[src/design/cks_defines.vh]
// Constants of the base clock select and PLL control block.
`ifndef CKS_DEFINES_VH
`define CKS_DEFINES_VH

// ----------------------------------------------------------------------
// Register byte addresses
// ----------------------------------------------------------------------
`define CKS_ADDR_PLL_CONTROL    8'h1c
`define CKS_ADDR_PLL_PROGRAM    8'h20
`define CKS_ADDR_BANDWIDTH      8'h24

// ----------------------------------------------------------------------
// Field positions
// ----------------------------------------------------------------------
`define CKS_CTL_IRQ_EN_BIT      7
`define CKS_CTL_FLAG_BIT        6
`define CKS_CTL_PLL_ON_BIT      5
`define CKS_CTL_SELECT_BIT      4
`define CKS_CTL_UNUSED_ONES     4'hf
`define CKS_BW_AUTO_BIT         7
`define CKS_BW_LOCK_BIT         6
`define CKS_BW_ACQ_BIT          5

// ----------------------------------------------------------------------
// Reset values
// ----------------------------------------------------------------------
`define CKS_MULT_RESET          4'h6
`define CKS_RANGE_RESET         4'h6

// ----------------------------------------------------------------------
// Timing counts: switch-over in source edges, timeout in clk cycles
// ----------------------------------------------------------------------
`define CKS_SWITCH_EDGES        2'h3
`define CKS_SWITCH_TIMEOUT      8'h40

`endif

[src/design/cks_edge_count.v]
// Rising edge detector and switch-over edge counter for one source clock.
`default_nettype none
`include "cks_defines.vh"

module cks_edge_count (
  // Clock and control
  input  wire       clk,
  input  wire       rst_n,
  input  wire       ce,
  input  wire       arm,
  // Source clock, sampled as a synchronous level
  input  wire       src_in,
  // Results
  output reg        rise_q,
  output reg        done_q
);

  reg       src_q;
  reg [1:0] cnt_q;

  // Count rising edges of the source after arm, saturating at the limit.
  always @(posedge clk or negedge rst_n) begin
    if (!rst_n) begin
      src_q  <= 1'b0;
      rise_q <= 1'b0;
      cnt_q  <= 2'h0;
      done_q <= 1'b0;
    end else if (ce) begin
      src_q  <= src_in;
      rise_q <= src_in & ~src_q;
      if (arm) begin
        cnt_q  <= 2'h0;
        done_q <= 1'b0;
      end else if (src_in & ~src_q & ~done_q) begin
        cnt_q  <= cnt_q + 2'h1;
        done_q <= (cnt_q + 2'h1) == `CKS_SWITCH_EDGES;
      end
    end
  end

endmodule
`default_nettype wire

[src/design/cks_ctrl_top.v]
// Base clock selector, divider and PLL control registers on Avalon-MM.
//
// Decided for this implementation: the Avalon-MM register port.
`default_nettype none
`include "cks_defines.vh"

// Functional notes
// - Multiplier zero behaves as multiplier one.
// - Range zero: PLL off, crystal forced.
// - Switch waits three edges each, output static.
// - Divide selected clock by two, 50 percent.
// - Select one picks VCO, zero picks crystal.
// - Select held zero when PLL off/range zero.
// - PLL on forced while select is set.
// - Lock irq enable zero when auto off.
// - Flag sets on lock toggle; irq when enabled.
// - Flag and lock read zero when auto off.
// - Reading control register clears flag.
// - Reset: PLL on, enable and flag cleared.
// - Reset and stop clear base select.
// - Program register read-only while PLL on.
// - Low four control bits read as ones.
// - Interrupt output comes from lock detection.
// - Lock bit read-only, set when VCO locked.
// - Oscillator disabled holds clock, irq outputs low.
module cks_ctrl_top (
  // Clock, reset, clock enable
  input  wire        clk,
  input  wire        rst_n,
  input  wire        ce,
  // Avalon-MM slave
  input  wire [7:0]  address,
  input  wire        read,
  input  wire        write,
  input  wire [31:0] writedata,
  input  wire [3:0]  byteenable,
  output reg  [31:0] readdata,
  output reg         waitrequest,
  // Source clocks and analog status, synchronous levels
  input  wire        crystal_clock,
  input  wire        vco_clock,
  input  wire        lock_in,
  input  wire        acq_in,
  // System integration unit
  input  wire        osc_enable_in,
  input  wire        stop_in,
  output reg         crystal_clock_out,
  output reg         base_clock_out,
  output reg         clock_irq_out,
  // Analog PLL controls
  output reg         pll_enable_out,
  output reg  [3:0]  feedback_mult_out,
  output reg  [3:0]  range_mult_out,
  output reg         tracking_mode_out
);

  // --------------------------------------------------------------------
  // Reset synchroniser
  // --------------------------------------------------------------------
  reg rst_meta_q;
  reg rst_sync_q;

  always @(posedge clk or negedge rst_n) begin
    if (!rst_n) begin
      rst_meta_q <= 1'b0;
      rst_sync_q <= 1'b0;
    end else begin
      rst_meta_q <= 1'b1;
      rst_sync_q <= rst_meta_q;
    end
  end

  // --------------------------------------------------------------------
  // Register state
  // --------------------------------------------------------------------
  reg       lock_irq_enable_q;
  reg       lock_change_flag_q;
  reg       pll_on_a_q;
  reg       base_select_q;
  reg [3:0] mult_q;
  reg [3:0] range_select_field_q;
  reg       auto_q;
  reg       acq_q;
  reg       lock_q;

  wire       bus_req   = read | write;
  wire       bus_take  = bus_req & ~waitrequest;
  wire       wr_take   = bus_take & write & byteenable[0];
  wire       rd_take   = bus_take & read;
  wire [7:0] wd        = writedata[7:0];
  wire       wr_ctl    = wr_take & (address == `CKS_ADDR_PLL_CONTROL);
  wire       wr_prog   = wr_take & (address == `CKS_ADDR_PLL_PROGRAM);
  wire       wr_bw     = wr_take & (address == `CKS_ADDR_BANDWIDTH);
  wire       rd_ctl    = rd_take & (address == `CKS_ADDR_PLL_CONTROL);
  wire       range_off = (range_select_field_q == 4'h0);
  wire       lock_tgl  = lock_in ^ lock_q;

  // --------------------------------------------------------------------
  // Control register
  // --------------------------------------------------------------------
  reg base_select_d;
  reg pll_on_a_d;
  reg lock_irq_enable_d;
  reg lock_change_flag_d;

  always @* begin
    base_select_d      = base_select_q;
    pll_on_a_d         = pll_on_a_q;
    lock_irq_enable_d  = lock_irq_enable_q;
    lock_change_flag_d = lock_change_flag_q;
    // Decisions use the current bit values, so PLL on and select cannot
    // both change in one write.
    if (wr_ctl) begin
      if (base_select_q == 1'b0) begin
        pll_on_a_d = wd[`CKS_CTL_PLL_ON_BIT];
      end
      if (pll_on_a_q && !range_off) begin
        base_select_d = wd[`CKS_CTL_SELECT_BIT];
      end
      if (auto_q) begin
        lock_irq_enable_d = wd[`CKS_CTL_IRQ_EN_BIT];
      end
    end
    if (!auto_q) begin
      lock_irq_enable_d = 1'b0;
    end
    if (!pll_on_a_q || range_off || stop_in) begin
      base_select_d = 1'b0;
    end
    // A write that selects the loop while it runs must not also stop it.
    if (base_select_d) begin
      pll_on_a_d = 1'b1;
    end
    if (rd_ctl) begin
      lock_change_flag_d = 1'b0;
    end
    if (auto_q && lock_tgl) begin
      lock_change_flag_d = 1'b1;
    end
  end

  always @(posedge clk or negedge rst_sync_q) begin
    if (!rst_sync_q) begin
      pll_on_a_q         <= 1'b1;
      lock_irq_enable_q  <= 1'b0;
      lock_change_flag_q <= 1'b0;
      base_select_q      <= 1'b0;
      mult_q             <= `CKS_MULT_RESET;
      range_select_field_q <= `CKS_RANGE_RESET;
      auto_q             <= 1'b0;
      acq_q              <= 1'b0;
      lock_q             <= 1'b0;
    end else if (ce) begin
      pll_on_a_q         <= pll_on_a_d;
      lock_irq_enable_q  <= lock_irq_enable_d;
      lock_change_flag_q <= lock_change_flag_d;
      base_select_q      <= base_select_d;
      lock_q             <= lock_in;
      if (wr_prog && !pll_on_a_q) begin
        mult_q               <= wd[7:4];
        range_select_field_q <= wd[3:0];
      end
      if (wr_bw) begin
        auto_q <= wd[`CKS_BW_AUTO_BIT];
        if (!auto_q) begin
          acq_q <= wd[`CKS_BW_ACQ_BIT];
        end
      end
    end
  end

  // --------------------------------------------------------------------
  // Bus slave: one wait cycle, then the answer
  // --------------------------------------------------------------------
  reg [7:0] rd_mux;

  always @* begin
    rd_mux = 8'h00;
    case (address)
      `CKS_ADDR_PLL_CONTROL: begin
        rd_mux[`CKS_CTL_IRQ_EN_BIT] = lock_irq_enable_q;
        rd_mux[`CKS_CTL_FLAG_BIT]   = lock_change_flag_q & auto_q;
        rd_mux[`CKS_CTL_PLL_ON_BIT] = pll_on_a_q;
        rd_mux[`CKS_CTL_SELECT_BIT] = base_select_q;
        rd_mux[3:0]                 = `CKS_CTL_UNUSED_ONES;
      end
      `CKS_ADDR_PLL_PROGRAM: begin
        rd_mux = {mult_q, range_select_field_q};
      end
      `CKS_ADDR_BANDWIDTH: begin
        rd_mux[`CKS_BW_AUTO_BIT] = auto_q;
        rd_mux[`CKS_BW_LOCK_BIT] = lock_q & auto_q;
        rd_mux[`CKS_BW_ACQ_BIT]  = auto_q ? acq_in : acq_q;
      end
      default: begin
        rd_mux = 8'h00;
      end
    endcase
  end

  always @(posedge clk or negedge rst_sync_q) begin
    if (!rst_sync_q) begin
      waitrequest <= 1'b1;
      readdata    <= 32'h0000_0000;
    end else if (ce) begin
      if (bus_req && waitrequest) begin
        waitrequest <= 1'b0;
        readdata    <= {24'h00_0000, rd_mux};
      end else begin
        waitrequest <= 1'b1;
      end
    end
  end

  // --------------------------------------------------------------------
  // Source edge detectors
  // --------------------------------------------------------------------
  localparam ST_RUN  = 1'b0;
  localparam ST_HOLD = 1'b1;

  reg        state_q;
  reg        active_sel_q;
  reg  [7:0] wait_cnt_q;
  wire [1:0] src_vec = {vco_clock, crystal_clock};
  wire [1:0] rise_w;
  wire [1:0] done_w;
  wire       arm = (state_q == ST_RUN) && (base_select_q != active_sel_q);

  genvar gi;
  generate
    for (gi = 0; gi < 2; gi = gi + 1) begin : g_src
      cks_edge_count u_cnt (
        .clk    (clk),
        .rst_n  (rst_sync_q),
        .ce     (ce),
        .arm    (arm),
        .src_in (src_vec[gi]),
        .rise_q (rise_w[gi]),
        .done_q (done_w[gi])
      );
    end
  endgenerate

  // --------------------------------------------------------------------
  // Transition control and divide by two
  // --------------------------------------------------------------------
  // A timeout ends the hold if the old source has stopped, for example
  // when a zero range shuts the loop down while it still drives output.
  wire hold_over = (done_w == 2'b11) || (wait_cnt_q == `CKS_SWITCH_TIMEOUT);

  always @(posedge clk or negedge rst_sync_q) begin
    if (!rst_sync_q) begin
      state_q        <= ST_RUN;
      active_sel_q   <= 1'b0;
      wait_cnt_q     <= 8'h00;
      base_clock_out <= 1'b0;
    end else if (ce) begin
      case (state_q)
        ST_RUN: begin
          wait_cnt_q <= 8'h00;
          if (arm) begin
            state_q <= ST_HOLD;
          end else if (rise_w[active_sel_q]) begin
            base_clock_out <= ~base_clock_out & osc_enable_in;
          end
        end
        ST_HOLD: begin
          wait_cnt_q <= wait_cnt_q + 8'h01;
          if (hold_over) begin
            // The new source only toggles the output on its own edge.
            active_sel_q <= base_select_q;
            state_q      <= ST_RUN;
          end
        end
        default: begin
          state_q <= ST_RUN;
        end
      endcase
      if (!osc_enable_in) begin
        base_clock_out <= 1'b0;
      end
    end
  end

  // --------------------------------------------------------------------
  // Outputs toward the system and the analog loop
  // --------------------------------------------------------------------
  always @(posedge clk or negedge rst_sync_q) begin
    if (!rst_sync_q) begin
      crystal_clock_out <= 1'b0;
      clock_irq_out     <= 1'b0;
      pll_enable_out    <= 1'b0;
      feedback_mult_out <= 4'h1;
      range_mult_out    <= 4'h0;
      tracking_mode_out <= 1'b0;
    end else if (ce) begin
      crystal_clock_out <= crystal_clock & osc_enable_in;
      clock_irq_out     <= lock_change_flag_q & lock_irq_enable_q & auto_q &
                           osc_enable_in;
      // The oscillator enable from the system unit gates the loop too.
      pll_enable_out    <= pll_on_a_q & ~range_off & osc_enable_in;
      feedback_mult_out <= (mult_q == 4'h0) ? 4'h1 : mult_q;
      range_mult_out    <= range_select_field_q;
      tracking_mode_out <= auto_q ? acq_in : acq_q;
    end
  end

endmodule
`default_nettype wire

[config.mk]
export PLATFORM = sky130hd
export DESIGN_NAME = cks_ctrl_top
export DESIGN_NICKNAME = d
export VERILOG_FILES = /design/src/design/cks_edge_count.v /design/src/design/cks_ctrl_top.v
export VERILOG_INCLUDE_DIRS = /design/src /design/src/design
export SDC_FILE = /design/constraint.sdc
export NUM_CORES = 1
export LEC_CHECK = 0
export ABC_AREA = 0
export BUFFER_PORTS_ARGS = -buffer_cell sky130_fd_sc_hd__clkbuf_2
export CORE_ASPECT_RATIO = 0.8
export CORE_MARGIN = 5
export CORE_UTILIZATION = 54
export DETAILED_ROUTE_END_ITERATION = 10
export GPL_TIMING_DRIVEN = 0
export HOLD_SLACK_MARGIN = 0.03
export PLACE_DENSITY = 0.95
export REMOVE_ABC_BUFFERS = 1
export SLEW_MARGIN = 20
export SYNTH_ARGS = -nofsm -noshare
export SYNTH_HDL_FRONTEND = slang
export SYNTH_HIERARCHICAL = 1
export SYNTH_SLANG_ARGS = --single-unit
[constraint.sdc]
create_clock -name clk -period 3.43 [get_ports clk]
set_input_delay 0.5145 -clock clk [delete_from_list [all_inputs] [get_ports clk]]
set_output_delay 0.5145 -clock clk [all_outputs]
set_load 0.05 [all_outputs]
==> After elaboration in Yosys (flattened, before gate mapping) <==
Index checks and enable logic that the tools add are counted.
W data, S select, Z words.
{ "totals": {"ff_bits": 59, "input_bits": 55, "out_inout_bits": 46, "wordCells": 140} }
{ "op_classes": {"add_sub_neg": 3, "order_cmp": 1, "n_eq_ne": 13, "n_mux": 33, "bitwise_logic": 32, "n_reduce_logical": 27} }
{ "ops": {"columns": ["op", "n"], "rows": [
  ["$mux W1", 24],
  ["$and A1 B1 Y1", 21],
  ["$eq A8 B6 Y1 const B", 2],
  ["$pmux W8 S2", 1],
  ["$reduce_and A2 Y1", 7],
  ["$pmux W5 S2", 1],
  ["$not A1 Y1", 9],
  ["$pmux W3 S3", 1],
  ["$reduce_and A3 Y1", 3],
  ["$add A8 B1 Y8 const B", 1],
  ["$eq A8 B5 Y1 const B", 1],
  ["$eq A8 B7 Y1 const B", 1],
  ["$logic_not A4 Y1", 2],
  ["$mux W2", 4],
  ["$reduce_bool A2 Y1", 4],
  ["$eq A2 B2 Y1 const B", 3],
  ["$ne A2 B1 Y1 const B", 3],
  ["$logic_and A1 B1 Y1", 5],
  ["$add A2 B1 Y2 const B", 2],
  ["$mux W4", 1],
  ["$ne A2 B2 Y1 const B", 2],
  ["$reduce_and A4 Y1", 1],
  ["$logic_or A1 B1 Y1", 3],
  ["$logic_not A1 Y1", 2],
  ["other kinds (5)", 5]
]} }

==> Logic depth before layout (Yosys ltp) <==
Gate-level depths: netlist of run 1.
{ "logic_depth": {"depth_word": 9, "depth_mapped": 6, "mapped_depth_nobuf": 6} }

==> Hierarchy <==
Netlist of run 1, hierarchy kept.
{ "modules_own_cells": {"columns": ["mod", "instances", "cells_each", "area_per_inst_um2", "seq_area_each_um2"], "rows": [
  ["cks_ctrl_top", 1, 231, 2521.2, 1234.9],
  ["cks_edge_count", 2, 22, 247.7, 125.1]
]} }

==> Worst setup path after synthesis of run 1 <==
Ideal clock, no wire load.
{ "synth_timing": {"kind": "input -> register", "from": "input port address[1]", "to": "register mult_q[0]", "setup_ps": 125, "arrival_time_ps": 1656, "required_ps": 3305, "slack_ps": 1649, "path_stages": 4, "n_path_buf": 0, "cell_sequence": "nor4_2 -> nand2_1 -> nor3_4 -> mux2_2"} }
{ "synth_via": {"elab_chain_cells": 4} }
{ "synth_lines": {"columns": ["element", "line", "rtl"], "rows": [
  ["start: declaration", "cks_ctrl_top.v:32", "input wire [7:0] address,"],
  ["$eq A8 B6 Y1", null, null],
  ["$and A1 B1 Y1", "cks_ctrl_top.v:92", "wire wr_prog = wr_take & (address == `CKS_ADDR_PLL_PROGRAM);"],
  ["$logic_and A1 B1 Y1", "cks_ctrl_top.v:159", "if (wr_prog && !pll_on_a_q) begin"],
  ["$reduce_and A2 Y1 (no source line)", null, null],
  ["end signal: assignment", "cks_ctrl_top.v:148", "mult_q <= `CKS_MULT_RESET;"],
  ["end signal: assignment", "cks_ctrl_top.v:160", "mult_q <= wd[7:4];"],
  ["end: declaration", "cks_ctrl_top.v:80", "reg [3:0] mult_q;"]
]} }
No other way between the ends.
A chain may end at the register's enable or synchronous reset.

==> Final worst setup path of run 1 <==
{ "layout_timing": {"from": "input port ce", "to": "register readdata[6]"} }
{ "layout_via": {"elab_chain_cells": 1} }
{ "layout_lines": {"columns": ["element", "line", "rtl"], "rows": [
  ["start: declaration", "cks_ctrl_top.v:30", "input wire ce,"],
  ["$reduce_and A2 Y1 (no source line)", null, null],
  ["end signal: assignment", "cks_ctrl_top.v:208", "readdata <= {24'h00_0000, rd_mux};"],
  ["end: declaration", "cks_ctrl_top.v:37", "output reg [31:0] readdata,"]
]} }
No other way between the ends.

==> results of run 1 <==
## critical path, cell delays in order
cell,delay (ns)
clkbuf_2,0.71
o211ai_1,0.67
inv_1,0.35
o211ai_1,0.19
o31ai_1,0.26
## state kept, by name (all words and copies together), names as in the netlist, 4 cells and up
register,cells
mult_q,4
wait_cnt_q,8
range_select_field_q,4
g_src.u_cnt/cnt_q,4
feedback_mult_out,4
readdata,8
range_mult_out,4
## final timing paths
path / start / to / slack (ns) / depth (start not counted)
min in group asynchronous: rst_sync_q$_DFF_PN0_ / g_src[1].u_cnt/cnt_q[1]$_DFFE_PN0P_ / 0.38 / 0
setup / recovery: ce / readdata[6]$_DFFE_PN0P_ / 0.98 / 5
setup reg to reg: waitrequest$_DFFE_PN1P_ / readdata[6]$_DFFE_PN0P_ / 1.55 / 4
max in group asynchronous: rst_sync_q$_DFF_PN0_ / feedback_mult_out[1]$_DFFE_PN0P_ / 2.57 / 0
hold reg to reg: rst_meta_q$_DFF_PN0_ / rst_sync_q$_DFF_PN0_ / 0.36 / 0
hold / removal: rst_meta_q$_DFF_PN0_ / rst_sync_q$_DFF_PN0_ / 0.36 / 0
## layout make-up
cell class,instances,area share (%)
flip-flops and latches,59,43.5
multi-input cells,195,39.7
repair buffers,50,7.46
clock buffers,10,4.02
well taps,78,2.85
inverters,12,1.32
clock inverters,6,1.17
## layer usage
metal  vias to the layer above  part of all wire, %  wire length, um
met2                       104                   48             3230
li1                       1053                    -                -
met3                        23                  8.6              582
met5                         -                    0                0
met1                      1154                   41             2770
met4                         0                  2.7              185
## timing repair
action,4_1_cts,5_1_grt
hold buffers,1,0
resized for setup,0,0
endpoints found under the setup margin,0,0
hold endpoints to repair,2,0
## cell families (layout without fill, tap and decap cells)
group	after synthesis	after routing	share of synthesized area, %
xor gates and xnor gates	2	2	0.581
buffers and inverters	44	78	8.59
DFF	59	59	49.2
and+or+nand+nor	81	81	17.2
adders and majority gates	4	4	1.66
muxes	30	30	10.9
other	2	25	0.249
AOI/OAI and AO/OA	53	53	11.6
## layout by cell type (no fill, tap or decap), drive strengths merged, types with 6 or more instances in the layout
cell type and n:
conb 25, nand3 8, mux2i 7, dfstp 7, mux2 23, a21oi 9, nor2b 6, dfrtp 52
clkbuf 59, o21ai 15, inv 13, nor2 15, nor3 7, nand2 18
## power by group through the flow
stage / Sequential (mW) / Clock, mW / Combinational, mW
after floorplan: 0.844 / 0 / 0.201
after global routing: 0.826 / 0.624 / 0.342
after global placement: 0.822 / 0 / 0.295
after CTS: 0.814 / 0.578 / 0.315
after detailed placement: 0.827 / 0 / 0.312
final: 0.814 / 0.565 / 0.314
==> results.ini, run 1 <==
[finish]
instances_no_fill=410
n_antenna_cell=0
layout-drive-gt1-share_pct=32.8
area_growth_pct=13.5
multi_input_area_um2=1360
fin_area_um2=3420
final_util_pct=63.0
fillerInstances=400
final_net_count=386
seq_area_um2=1490

[routing]
drt-wirelength-per-cell_um=16.5
drtPass1Iterations=4
drt-initial-drc-count=125
ant_nets=0
wirelength_mm=6.77
vias_per_cell=5.69
drc_errors=0
num_vias=2334

[min_path]
hold_class=reg2reg

[critical_path]
required_ns=3.69
start_kind=input port
critPathMaxFanout=49
cp-end-kind=flip-flop
critPathArrivalTime_ns=2.71
crit_type=in2reg

[power_and_ir_drop]
leakagePower_nw=1.65
p_int_mw=1.13
p_sw_share_pct=33.1
p_clk_share_pct=33.4
ir_worst_vdd_v=0.000334
seq_power_share_pct=48.1
p_switching_mw=0.560
power_mw=1.69
combinationalPowerShare_pct=18.6
power_density_nw_per_um2=495

[clocking]
clk_latency_ns=0.35
cts_sinks=59
cts-root-buf=clkbuf_8
tritoncts=built
post-cts-setup-buffers=0
clk_path_buf_depth=2
path_clk_slew_ns=0.07
cts_buffers=9
htreeDepth=3

[yosys]
yosys_warnings=6
synth_area_leaders=dfrtp_1 (43%), mux2_2 (8.2%), dfstp_2 (6.1%)
ys_seq_elements=59
yosysMostFrequentCell=dfrtp_1
synth-edff-count=0
synth-seq-area-share_pct=49.2
synth_top_cell_area_share_pct=43.1
ys_top_cells_by_count=dfrtp_1 (52), buf_4 (24), mux2_2 (22), nand2_1 (18), nor2_1 (14)
synthArstFlopShare_pct=100
synth_cell_types=50
synth_cells=275
syn_area_per_cell_um2=11.0
ys.flop_type=dfrtp_1
netlist_area_um2=3020
synth_top_area_cell=dfrtp_1

[grt]
grtUsageTotal_pct=20.7
grt_max_degree=58
grt_pass1_wl_mm=11.5
use_met2_pct=31.4
grt_overflow=0
use_met1_pct=26.1
grt_pass1_vias=2345
grt_busiest_layer=met2
antenna_found_initial=0
use_met3_pct=8.90

[floorplanning]
design.core.area_um2=5440
die_x_um=93.6
dieArea_um2=7190
start_util_pct=55.5
dieHeight_um=76.9
rows=24
io_pins=101

[place]
dp_slack_ns=0.668
io_buffers=49
dp_hpwl_mm=4.84
post-place-cells=393
gp_congestion=0.841
dpl-instance-area_um2=3240

[sta]
tightest_slew_ns=1.03
fin_skew_ns=0.00727
fin_crit_ns=2.45
tns_ns=0
finalSetupViolCount=0
holdWs_ns=0.357
min_period_over_period_pct=71.6
finalMaxSlewViolations=0
max_freq_mhz=407
slew-limit-headroom_pct=30.8
hold_viol_final=0
setup_ws_ns=0.976
rsz0062_at_grt=no

[outcome]
status=finished clean

[run]
drv_cap=0

Power figures use the tool's default switching activity.
==> run 2: changes to the inputs <==
--- a/config.mk
+++ b/config.mk
@@ -10,11 +10,11 @@
 export BUFFER_PORTS_ARGS = -buffer_cell sky130_fd_sc_hd__clkbuf_2
 export CORE_ASPECT_RATIO = 0.8
 export CORE_MARGIN = 5
-export CORE_UTILIZATION = 54
+export CORE_UTILIZATION = 46
 export DETAILED_ROUTE_END_ITERATION = 10
 export GPL_TIMING_DRIVEN = 0
 export HOLD_SLACK_MARGIN = 0.03
-export PLACE_DENSITY = 0.95
+export PLACE_DENSITY = 0.88
 export REMOVE_ABC_BUFFERS = 1
 export SLEW_MARGIN = 20
 export SYNTH_ARGS = -nofsm -noshare
==> constraint.sdc (replaced) <==
create_clock -name clk -period 2.15 [get_ports clk]
set_input_delay 0.3225 -clock clk [delete_from_list [all_inputs] [get_ports clk]]
set_output_delay 0.3225 -clock clk [all_outputs]
set_load 0.05 [all_outputs]
==> run 2 against run 1 <==
  * Utilization is 8.7 points lower
  * Largest cell class unchanged
  * Count of clock-buffer cells in the layout is 3 higher
  * Design area increased by 1.1%
  * Register-to-register slack got worse by 1.3 ns
  * Combinational power rose by 57%
  * Global-route usage is 4.3 points lower
  * Clock skew hardly changed
  * Total power increased by 69%
  * Worst hold slack got worse by 0.16 ns
  * Flip-flop and latch count stayed put
  * Wire length decreased by 5.7%
  * Non-clock buffer count is the same
==> results.ini, run 2 (synthesis gave the netlist of run 1 again) <==
[clocking]
clk_path_buf_depth=2
cts-root-buf=clkbuf_8
htreeDepth=3
path_clk_slew_ns=0.06
clk_latency_ns=0.34
cts_sinks=59
tritoncts=built
cts_buffers=9

[finish]
final_common_cell=dfrtp_1
final_util_pct=54.3
most-common-layout-cells=dfrtp_1 (51), clkbuf_2 (48), conb_1 (25), mux2_2 (22), nand2_1 (18)
layout-drive-gt1-share_pct=31.6
area_growth_pct=14.7
top_regs=readdata (8), wait_cnt_q (8)
n_antenna_cell=0
final_net_count=386
fin_area_um2=3460

[floorplanning]
start_util_pct=47.3
dieHeight_um=82.4
design.core.area_um2=6380
dieArea_um2=8290
rows=26
io_pins=101
die_x_um=101

[routing]
drtPass1Iterations=4
drt-wirelength-per-cell_um=15.4
drt-initial-drc-count=116
ant_nets=0
drt-met1-wl_mm=2.74
drc_errors=0
num_vias=2273
wl_met3_um=491
routed.top_layer=met4
met2_wirelength_mm=3.05
wirelength_mm=6.39
vias_per_cell=5.46

[critical_path]
cp-end-kind=flip-flop
start_kind=input port
critPathArrivalTime_ns=2.12
reg2reg_depth=4
required_ns=2.40
r2r_slack_ns=0.30
r2r-start=waitrequest$_DFFE_PN1P_
critPathMaxFanout=49
crit_type=in2reg
r2r-end=readdata[6]$_DFFE_PN0P_

[power_and_ir_drop]
ir_worst_vdd_v=0.000508
p_sw_share_pct=29.5
power_density_nw_per_um2=825
combinationalPowerShare_pct=17.3
p_clk_share_pct=37.2
leakagePower_nw=1.66
p_int_mw=2.01
seq_power_share_pct=45.5
p_switching_mw=0.843

[sta]
finalMaxSlewViolations=0
fin_skew_ns=0.00694
rsz0062_at_grt=no
finalSetupViolCount=0
slew-limit-headroom_pct=29.3
min_period_over_period_pct=87.3
hold_viol_final=0
max_freq_mhz=533
tightest_slew_ns=1.06
fin_crit_ns=1.88

[min_path]
whs_endpoint=range_select_field_q[1]$_DFFE_PN1P_
min_path_cells=2
hp-start=writedata[1]
hold_class=in2reg

[grt]
grtUsageTotal_pct=16.4
grt_pass1_vias=2242
antenna_found_initial=0
grt_pass1_wl_mm=10.5
grt_overflow=0
grt_max_degree=58

[place]
dp_hpwl_mm=4.63
gp_congestion=0.832
io_buffers=49
dpl-instance-area_um2=3240

[run]
drv_cap=0

[outcome]
status=finished clean

## run 2: critical path, cell delays in order
cell and delay [ns]:
clkbuf_4 0.46, o211ai_1 0.56, inv_1 0.32, o211ai_1 0.19, o31ai_1 0.26
## run 2: worst max path at each step
stage	from	end	slack, ns	depth (start not counted)
after floorplan	rst_sync_q$_DFF_PN0_	acq_q$_DFFE_PN0P_	0.40	0
after global placement	ce	readdata[6]$_DFFE_PN0P_	-0.38	5
after detailed placement	ce	readdata[6]$_DFFE_PN0P_	-0.48	5
after CTS	ce	readdata[6]$_DFFE_PN0P_	0.29	5
after global routing	ce	readdata[6]$_DFFE_PN0P_	0.11	5
final	ce	readdata[6]$_DFFE_PN0P_	0.27	5
## run 2: stage by stage
step	setup TNS (ns)	hold WS [ns]	setup WS, ns	power [mW]	instances
detailed placement	-5.29	0.108	-0.477	1.81	399
global placement	-12.27	0.108	-0.380	1.78	399
global route	0	0.202	0.114	3.00	416
CTS	0	0.186	0.286	2.88	416
floorplan	0	0.0269	0.398	1.67	266
finish	0	0.200	0.273	2.86	416
## run 2: metal layers
| layer | track usage, % | up-vias |
|---|---|---|
| li1 | - | 1051 |
| met1 | 20.9 | 1122 |
| met2 | 26.1 | 88 |
| met3 | 5.88 | 12 |
| met4 | 5.65 | 0 |
| met5 | 0 | - |
## run 2: what timing repair did
item / in CTS / in global routing
setup endpoints to repair: 5 / 0
setup buffers: 0 / 0
gates resized for setup: 1 / 0
hold buffers: 1 / 0
hold endpoints to repair: 2 / 0
## run 2: final cells by class
type,count,area [um2]
Sequential cell,59,1490
Tap cell,84,105
Clock buffer,13,139
Clock inverter,3,65.1
Fill cell,549,2920
Timing Repair Buffer,50,258
Multi-Input combinational cell,195,1360
Inverter,12,45.0
## run 2: power groups by stage
stage	Clock [mW]	Combinational, mW	Sequential [mW]
2_1_floorplan	0	0.321	1.35
3_3_place_gp	0	0.473	1.31
3_5_place_dp	0	0.490	1.32
4_1_cts	1.09	0.494	1.30
5_1_grt	1.14	0.547	1.32
6_report	1.06	0.494	1.30
